File: src/rtl/ptp_cfg_pkg.sv
// package for the time protocol configuration register bank
// assumes a 16-bit register port with byte addresses as printed
package ptp_cfg_pkg;
  localparam logic [11:0] DUR_HIGH_OFFSET = 12'h510;
  localparam logic [11:0] DUR_LOW_OFFSET = 12'h512;
  localparam logic [11:0] MSG_CFG_ONE_OFFSET = 12'h514;
  localparam logic [11:0] RATE_HIGH_OFFSET = 12'h50C;
  localparam logic [11:0] RATE_LOW_OFFSET = 12'h50E;
  localparam logic [15:0] DUR_RESET = 16'h0000;
  localparam logic [15:0] RATE_RESET = 16'h0000;
  localparam logic [7:0] MSG_CFG_ONE_RESET = 8'h39;
  localparam int AS_MODE_BIT = 7;
  localparam int PTP_MODE_BIT = 6;
  localparam int L2_DETECT_BIT = 5;
  localparam int IPV4_DETECT_BIT = 4;
  localparam int IPV6_DETECT_BIT = 3;
  localparam int P2P_BIT = 2;
  localparam int MASTER_BIT = 1;
  localparam int ONE_STEP_BIT = 0;
  localparam int RATE_DIR_BIT = 15;
  localparam int TEMP_ADJ_BIT = 14;
  localparam int SUBNS_WIDTH = 30;

  typedef struct packed {
    logic ptp_enable;
    logic as_mode;
    logic forward_all_to_host;
    logic header_rewrite_allowed;
    logic timestamp_insert;
    logic tod_clock_enable;
    logic timestamp_tail_tag;
    logic detect_l2;
    logic detect_ipv4;
    logic detect_ipv6;
    logic peer_to_peer;
    logic host_master;
    logic one_step;
  } ptp_mode_type;

  typedef struct packed {
    logic active;
    logic add;
    logic [SUBNS_WIDTH-1:0] step;
  } adjust_type;

  typedef enum logic [0:0] {
    ADJ_IDLE = 1'b0,
    ADJ_RUN = 1'b1
  } adj_state_type;
endpackage : ptp_cfg_pkg

File: src/rtl/ptp_message_config_regs.sv
// register bank for time protocol mode and temporary rate adjustment
// assumes one 25 MHz-equivalent tick per enabled ref_clk cycle and a non-waiting master
//
// Decided for this implementation: the address-and-strobe port.
`timescale 1ns/100ps
`default_nettype none

// What this block does
// RULE1: low duration word counts adjustment cycles
// RULE2: high duration word from companion register
// RULE3: adjust time each cycle while enabled
// RULE4: direction bit selects add or subtract
// RULE5: count cycles, stop at duration
// RULE6: 802.1AS bit needs protocol mode bit
// RULE7: 802.1AS forwards all messages to host
// RULE8: 802.1AS leaves message headers unmodified
// RULE9: protocol mode enables handling, resets cleared
// RULE10: protocol mode allows rewrite and timestamps
// RULE11: protocol mode enables time-of-day clock
// RULE12: protocol mode alters tail tag format
// RULE13: bit 5 enables layer 2 detection
// RULE14: bit 4 enables IPv4 UDP detection
// RULE15: bit 3 enables IPv6 UDP detection
// RULE16: bit 2 selects peer or end transparent
// RULE17: bit 1 selects host master or slave
// RULE18: bit 0 selects one or two step
module ptp_message_config_regs
  import ptp_cfg_pkg::*;
(
  // clock and control
  input wire logic ref_clk,
  input wire logic rst,
  input wire logic clk_en,
  // register port
  input wire logic [11:0] reg_addr,
  input wire logic [15:0] reg_wdata,
  input wire logic reg_write,
  input wire logic reg_read,
  output logic [15:0] reg_rdata,
  // mode outputs
  output ptp_mode_type mode,
  output adjust_type adjust
);

  logic [15:0] dur_high_reg;
  logic [15:0] dur_low_reg;
  logic [7:0] cfg_reg;
  logic [15:0] rate_high_reg;
  logic [15:0] rate_low_reg;
  logic [31:0] adj_count_reg;
  logic [31:0] adj_count_next;
  adj_state_type adj_state_reg;
  logic [31:0] duration;
  logic start_pulse;
  logic stop_pulse;
  logic done;
  logic ptp_on;
  logic as_on;

  assign duration = {dur_high_reg, dur_low_reg}; // RULE1 RULE2
  assign start_pulse = reg_write && reg_addr == RATE_HIGH_OFFSET && reg_wdata[TEMP_ADJ_BIT];
  assign stop_pulse = reg_write && reg_addr == RATE_HIGH_OFFSET && !reg_wdata[TEMP_ADJ_BIT];
  assign adj_count_next = adj_count_reg + 32'h00000001;
  assign done = adj_count_next >= duration; // RULE5

  // configuration writes
  always_ff @(posedge ref_clk) begin
    if (rst) begin
      dur_high_reg <= DUR_RESET;
      dur_low_reg <= DUR_RESET;
      cfg_reg <= MSG_CFG_ONE_RESET; // RULE9 RULE13 RULE14 RULE15 RULE16 RULE17 RULE18
      rate_low_reg <= RATE_RESET;
    end else if (clk_en && reg_write) begin
      case (reg_addr)
        DUR_HIGH_OFFSET: dur_high_reg <= reg_wdata; // RULE2
        DUR_LOW_OFFSET: dur_low_reg <= reg_wdata; // RULE1
        MSG_CFG_ONE_OFFSET: cfg_reg <= reg_wdata[7:0];
        RATE_LOW_OFFSET: rate_low_reg <= reg_wdata;
        default: cfg_reg <= cfg_reg;
      endcase
    end
  end

  // rate high word; the temporary adjust bit clears itself when the run ends
  always_ff @(posedge ref_clk) begin
    if (rst) begin
      rate_high_reg <= RATE_RESET;
    end else if (clk_en) begin
      if (reg_write && reg_addr == RATE_HIGH_OFFSET) begin
        rate_high_reg <= reg_wdata;
      end else if (adj_state_reg == ADJ_RUN && done) begin
        rate_high_reg[TEMP_ADJ_BIT] <= 1'b0; // RULE5
      end
    end
  end

  // temporary adjustment sequencer
  always_ff @(posedge ref_clk) begin
    if (rst) begin
      adj_state_reg <= ADJ_IDLE;
      adj_count_reg <= 32'h00000000;
    end else if (clk_en) begin
      case (adj_state_reg)
        ADJ_IDLE: begin
          adj_count_reg <= 32'h00000000;
          if (start_pulse && {dur_high_reg, dur_low_reg} != 32'h00000000) begin
            adj_state_reg <= ADJ_RUN;
          end
        end
        ADJ_RUN: begin
          if (stop_pulse || done) begin
            adj_state_reg <= ADJ_IDLE; // RULE5
            adj_count_reg <= 32'h00000000;
          end else begin
            adj_count_reg <= adj_count_next; // RULE5
          end
        end
        default: adj_state_reg <= ADJ_IDLE;
      endcase
    end
  end

  // adjustment request toward the time counter
  always_ff @(posedge ref_clk) begin
    if (rst) begin
      adjust <= '0;
    end else if (clk_en) begin
      adjust.active <= adj_state_reg == ADJ_RUN && !stop_pulse && !done; // RULE3
      adjust.add <= rate_high_reg[RATE_DIR_BIT]; // RULE4
      adjust.step <= {rate_high_reg[13:0], rate_low_reg}; // RULE3
    end
  end

  assign ptp_on = cfg_reg[PTP_MODE_BIT];
  assign as_on = ptp_on && cfg_reg[AS_MODE_BIT]; // RULE6

  // decoded mode outputs
  always_ff @(posedge ref_clk) begin
    if (rst) begin
      mode <= '0;
    end else if (clk_en) begin
      mode.ptp_enable <= ptp_on; // RULE9
      mode.as_mode <= as_on; // RULE6
      mode.forward_all_to_host <= as_on; // RULE7
      mode.header_rewrite_allowed <= ptp_on && !as_on; // RULE8 RULE10
      mode.timestamp_insert <= ptp_on; // RULE10
      mode.tod_clock_enable <= ptp_on; // RULE11
      mode.timestamp_tail_tag <= ptp_on; // RULE12
      mode.detect_l2 <= cfg_reg[L2_DETECT_BIT]; // RULE13
      mode.detect_ipv4 <= cfg_reg[IPV4_DETECT_BIT]; // RULE14
      mode.detect_ipv6 <= cfg_reg[IPV6_DETECT_BIT]; // RULE15
      mode.peer_to_peer <= cfg_reg[P2P_BIT]; // RULE16
      mode.host_master <= cfg_reg[MASTER_BIT]; // RULE17
      mode.one_step <= cfg_reg[ONE_STEP_BIT]; // RULE18
    end
  end

  // read data, valid the cycle after the strobe
  always_ff @(posedge ref_clk) begin
    if (rst) begin
      reg_rdata <= 16'h0000;
    end else if (clk_en) begin
      if (reg_read) begin
        case (reg_addr)
          DUR_HIGH_OFFSET: reg_rdata <= dur_high_reg;
          DUR_LOW_OFFSET: reg_rdata <= dur_low_reg;
          MSG_CFG_ONE_OFFSET: reg_rdata <= {8'h00, cfg_reg};
          RATE_HIGH_OFFSET: reg_rdata <= rate_high_reg;
          RATE_LOW_OFFSET: reg_rdata <= rate_low_reg;
          default: reg_rdata <= 16'h0000;
        endcase
      end else begin
        reg_rdata <= 16'h0000;
      end
    end
  end

endmodule : ptp_message_config_regs

`default_nettype wire

File: config.mk
export PLATFORM = sky130hd
export DESIGN_NAME = ptp_message_config_regs
export DESIGN_NICKNAME = d
export VERILOG_FILES = /design/src/rtl/ptp_cfg_pkg.sv /design/src/rtl/ptp_message_config_regs.sv
export SDC_FILE = /design/constraint.sdc
export NUM_CORES = 1
export LEC_CHECK = 0
export ABC_AREA = 1
export BUFFER_PORTS_ARGS = -buffer_cell sky130_fd_sc_hd__buf_2
export CAP_MARGIN = 20
export CORE_MARGIN = 4
export CORE_UTILIZATION = 59
export CTS_CLUSTER_SIZE = 20
export DETAILED_ROUTE_END_ITERATION = 8
export GPL_ROUTABILITY_DRIVEN = 0
export HOLD_SLACK_MARGIN = 0.12
export PLACE_DENSITY = 0.84
export SYNTH_ARGS = -nofsm -noshare
export SYNTH_HDL_FRONTEND = slang
export SYNTH_SLANG_ARGS = --single-unit
File: constraint.sdc
create_clock -name ref_clk -period 3.36 [get_ports ref_clk]
set_input_delay 1.008 -clock ref_clk [delete_from_list [all_inputs] [get_ports ref_clk]]
set_output_delay 1.008 -clock ref_clk [all_outputs]
set_load 0.005 [all_outputs]
[Word level (Yosys, flattened, before mapping)]
Cells that the tools add are included.
Storage, ports and cells
  bits in registers: 162
  input port bits: 33
  output and inout port bits: 61
Cells by class
  add/subtract/negate cells: 1
  $lt $le $gt $ge: 1
  eq/ne operators: 5
  muxes and demuxes: 9
  bitwise logic cells: 1
  reductions and logical operators: 23
Operator list (count)
  16-bit one-hot mux with 5 select lines: 1
  32-bit one-hot mux with 2 select lines: 1
  12-bit by 11-bit == test with 1-bit output, second input constant: 5
  32-bit by 1-bit adder with 32-bit output, second input constant: 1
  32-bit greater-or-equal comparator: 1
  32-bit 2-to-1 mux: 1
  32-bit nonzero test: 1
  16-bit 2-to-1 mux: 1
  2-bit AND reduction: 6
  1-bit logical AND: 10
  1-bit logical NOT: 4
  1-bit 2-to-1 mux: 4
  1-bit one-hot mux with 2 select lines: 1
  2-bit nonzero test: 1
  1-bit logical OR: 1
  1-bit inverter: 1

[Depth between registers and ports, before layout]
  depth in word-level cells: 6
  gate-level depth with buffers: 22
  depth with buffers taken out: 22

[Least setup slack after synthesis]
Ideal clock, no wire load.
  kind: register to register
  start point: reg adj_count_reg[0]
  end point: reg adj_count_reg[12]
  arrival: 2.597 ns
  path slack: 0.698 ns
  stages on the path, launching flop included: 19
  buffers on the path: 1
  period minus slack after synthesis: 2.662 ns
  cell sequence: dfxtp_1 inv_2 nor3_4 nand2_2 nor2_4 nand2_4 nor2_4 xor2_1 inv_1 ha_1 a21o_1 nor2_1 a21oi_1 nor2_1 nand4_2 buf_4 nor2_1 nor2_1 nor2_1
Between the ends
  longest elaborated chain between the ends: 5
RTL lines
  from (decl): line ptp_message_config_regs.sv:50  | logic [31:0] adj_count_reg;
  from (signal assigned): line ptp_message_config_regs.sv:115  | adj_count_reg <= adj_count_next;
  32-bit by 1-bit adder with 32-bit output *: line ptp_message_config_regs.sv:63  | assign adj_count_next = adj_count_reg + 32'h00000001;
  32-bit greater-or-equal comparator: line ptp_message_config_regs.sv:64  | assign done = adj_count_next >= duration;
  1-bit logical OR: line ptp_message_config_regs.sv:111  | if (stop_pulse || done) begin
  32-bit 2-to-1 mux *: line ptp_message_config_regs.sv:111
  32-bit one-hot mux with 2 select lines *: line ptp_message_config_regs.sv:103  | case (adj_state_reg)
Every way passes the cells marked *; elsewhere a longest branch is shown, timed or not.
A chain may end at the register's enable or synchronous reset.

[Worst setup path after layout]
  start point: reg adj_count_reg[9]
  end point: reg adj_count_reg[12]
The elaborated chain is that of the path after synthesis.

==> flow_metrics.tcl <==
set metrics [dict create \
    routed_via_density 5.621 \
    areaGrowthSynthToFinish_pct 14.33 \
    die_area_um2 16120 \
    multiInputGateArea_um2 4292 \
    grt_pass1_wl_mm 37.94 \
    yosys_register_bits 162 \
    yosysSeqAreaShare_pct 38.84 \
    setup_violations 0 \
    antenna_cells 0 \
    intPower_uw 3191 \
    postLayoutCellArea_um2 9545 \
    swShare_pct 23.68 \
    status "finished, final reports clean" \
    ys_types 41 \
    synth_edf_count 0 \
    drc 0 \
    p_sw_uw 989.9 \
    drv_cap 0 \
    cp-start-kind "flip-flop" \
    first_iter_violations 1098 \
    hold_buffers 0 \
    syn-instance-count 1211 \
    seq_area_um2 3246 \
    crit_path_end_kind "flip-flop" \
    worstSetupPathType "flip-flop to flip-flop" \
    clk_latency_ns 0.44 \
    cts_buffer_depth 2 \
    fin_crit_sh_pct 93.77 \
    layout-drive-gt1-share_pct 14.43 \
    cellLeakagePower_uw 0.004274 \
    dp.cells 1444 \
    synth_top_area_share_pct 38.84 \
    dominantRegCellSynth "dfxtp_1" \
    die_h_um 127.0 \
    routedWlPerCell_um 15.84 \
    postPlaceCellArea_um2 8895 \
    fp-row-count 43 \
    core_um2 13880 \
    grt_max_degree 92 \
    maxSlewHeadroom_pct 41.56 \
    cts.sinks 162 \
    cts.clk_slew.worst_paths_ns 0.07 \
    cts_tree "built" \
    ant_nets 0 \
    antenna_found_initial 0 \
    syn-num-nets 1277 \
    fp.dieW_um 127.0 \
    grtUsageTotal_pct 29.22 \
    pin_count 94 \
    place_hpwl_mm 16.29 \
    cts_buffers 17 \
    final_hold_viol_count 0 \
    avgSynthCellArea_um2 6.895 \
    cp_data_arrival_time_ns 3.44 \
    worst-path-max-fanout 33 \
    fin_skew_ns 0.007491 \
    grt_pass1_vias 7696 \
    syn-cell-area_um2 8349 \
    p_clk_share_pct 48.8 \
    p_per_area_nw_per_um2 438.0 \
    hold_path_class "flip-flop to flip-flop" \
    nFillCells 1131 \
    ctsHtreeMaxLevel 4 \
    required_ns 3.65 \
    finalNonFillerCells 1476 \
    combPwrFrac_pct 4.4 \
    root_buffer "clkbuf_16" \
    min_period_ns 3.151 \
    num_vias 8297 \
    synth_area_leaders "dfxtp_1 (39%), nor2_1 (12%), nand2_1 (9.6%)" \
    synth_top_area_cell "dfxtp_1" \
    synthTopCellsByCount "nor2_1 (257), nand2_1 (214), dfxtp_1 (162)" \
    irDropWorstVdd_uv 383.0 \
    async_flop_share_pct 0 \
    report.final.slew_viol_count 0 \
    port_buffers 93 \
    layout.nets 1349 \
    gr-total-overflow 0 \
    worst_slew_pin_slew_ns 0.8756 \
    routed_wl_mm 23.37 \
    firstDrtPassIters 5 \
    synth.most_common_cell "nor2_1" \
    power_frac_seq_pct 46.7 \
    synth.yosys.warnings 0 \
    max_freq_mhz 317.4 \
    start_util_pct 60.15 \
]
==> critical path: stages (launching register included) <==
cell and delay, ns:
dfxtp_1 0.33, inv_1 0.12, nor3_2 0.25, nand2_1 0.13, nor4_2 0.37, xor2_1 0.28, inv_1 0.11, ha_1 0.28
nand2_1 0.05, nor2_1 0.11, nand2_1 0.10, nor2_1 0.12, nor2_1 0.05, nand2_1 0.06, nand2_1 0.09, nand4_2 0.11
buf_12 0.20, nor2_1 0.07, nor2_1 0.11, nor2_1 0.05
==> final cells by class <==
class / instances / share of cell area [%]
multi-input cells: 836 / 44.96
flip-flops and latches: 162 / 34.00
inverters: 161 / 6.331
repair buffers: 105 / 5.951
clock buffers: 20 / 4.575
well taps: 180 / 2.359
clock inverters: 12 / 1.822
==> path summary, 6_finish.rpt <==
path,from,end,slack [ns],depth (start not counted)
hold / removal,reg_rdata[1],reg_rdata[1],0.46,2
hold reg to reg,reg_rdata[1],reg_rdata[1],0.46,2
setup reg to reg,adj_count_reg[9],adj_count_reg[12],0.21,19
setup / recovery,adj_count_reg[9],adj_count_reg[12],0.21,19
==> layer usage <==
metal	track usage, %	wire, um
met1	37.92	9667
met3	6.147	2177
met4	14.95	1093
met5	0	0
met2	46.01	10440
==> cells in the final DEF, fill, tap and decap left out, types with 3 or more instances in the layout <==
master     instances
inv_1            151
buf_4             11
nor3_1             7
xor2_1            17
nand2_2            3
clkbuf_16         17
buf_2             93
ha_1              33
nand2_1          214
nor2_1           255
o22ai_1            4
o21ai_0           88
inv_8              3
o21ai_1           13
nand3_2            3
nor3_4             3
o211ai_1           4
inv_2             10
nand3_1           16
dfxtp_1          160
clkbuf_1           3
nand2_4            3
nor4_2             4
a21oi_1           88
nor2_4             4
nand4_1           16
nor3_2             7
bufinv_16          3
o2111ai_1          8
nor2_2             8
a211oi_1          20
nor4_1             5
==> power by group through the flow <==
stage / combinational, uW / sequential, uW / clock, uW
2_1_floorplan: 94.3 / 2000 / 0
3_3_place_gp: 178 / 2000 / 0
3_5_place_dp: 181 / 2000 / 0
4_1_cts: 183 / 1950 / 2040
5_1_grt: 205 / 1960 / 2120
6_report: 185 / 1950 / 2040
==> timing repair <==
| item | 4_1_cts | 5_1_grt |
|---|---|---|
| setup buffers | 0 | 0 |
| endpoints found under the setup margin | 0 | 31 |
| gates resized for setup | 0 | 9 |
==> cells by family (layout without fill, tap and decap cells) <==
| group | count (synthesis) | count (layout) | synth area share, % |
|---|---|---|---|
| DFF | 162 | 162 | 38.84 |
| buffers and inverters | 213 | 298 | 10.21 |
| xor gates and xnor gates | 19 | 19 | 1.993 |
| and+or+nand+nor | 555 | 555 | 28.86 |
| AOI/OAI and AO/OA | 229 | 229 | 15.15 |
| adders and majority gates | 33 | 33 | 4.945 |
==> metrics by stage <==
step | TNS [ns] | power (uW) | utilization, % | setup WS (ns) | hold slack (ns)
final | 0 | 4181 | 68.77 | 0.2093 | 0.4597
after global routing | -0.04552 | 4282 | 68.77 | -0.01854 | 0.4911
after CTS | 0 | 4175 | 68.48 | 0.2509 | 0.4630
after detailed placement | 0 | 2179 | 64.08 | 0.3025 | 0.4534
after global placement | 0 | 2175 | 64.08 | 0.3738 | 0.4518
after floorplan | 0 | 2094 | - | 0.6978 | 0.4490
No activity file was read; power rests on OpenSTA's default activity.
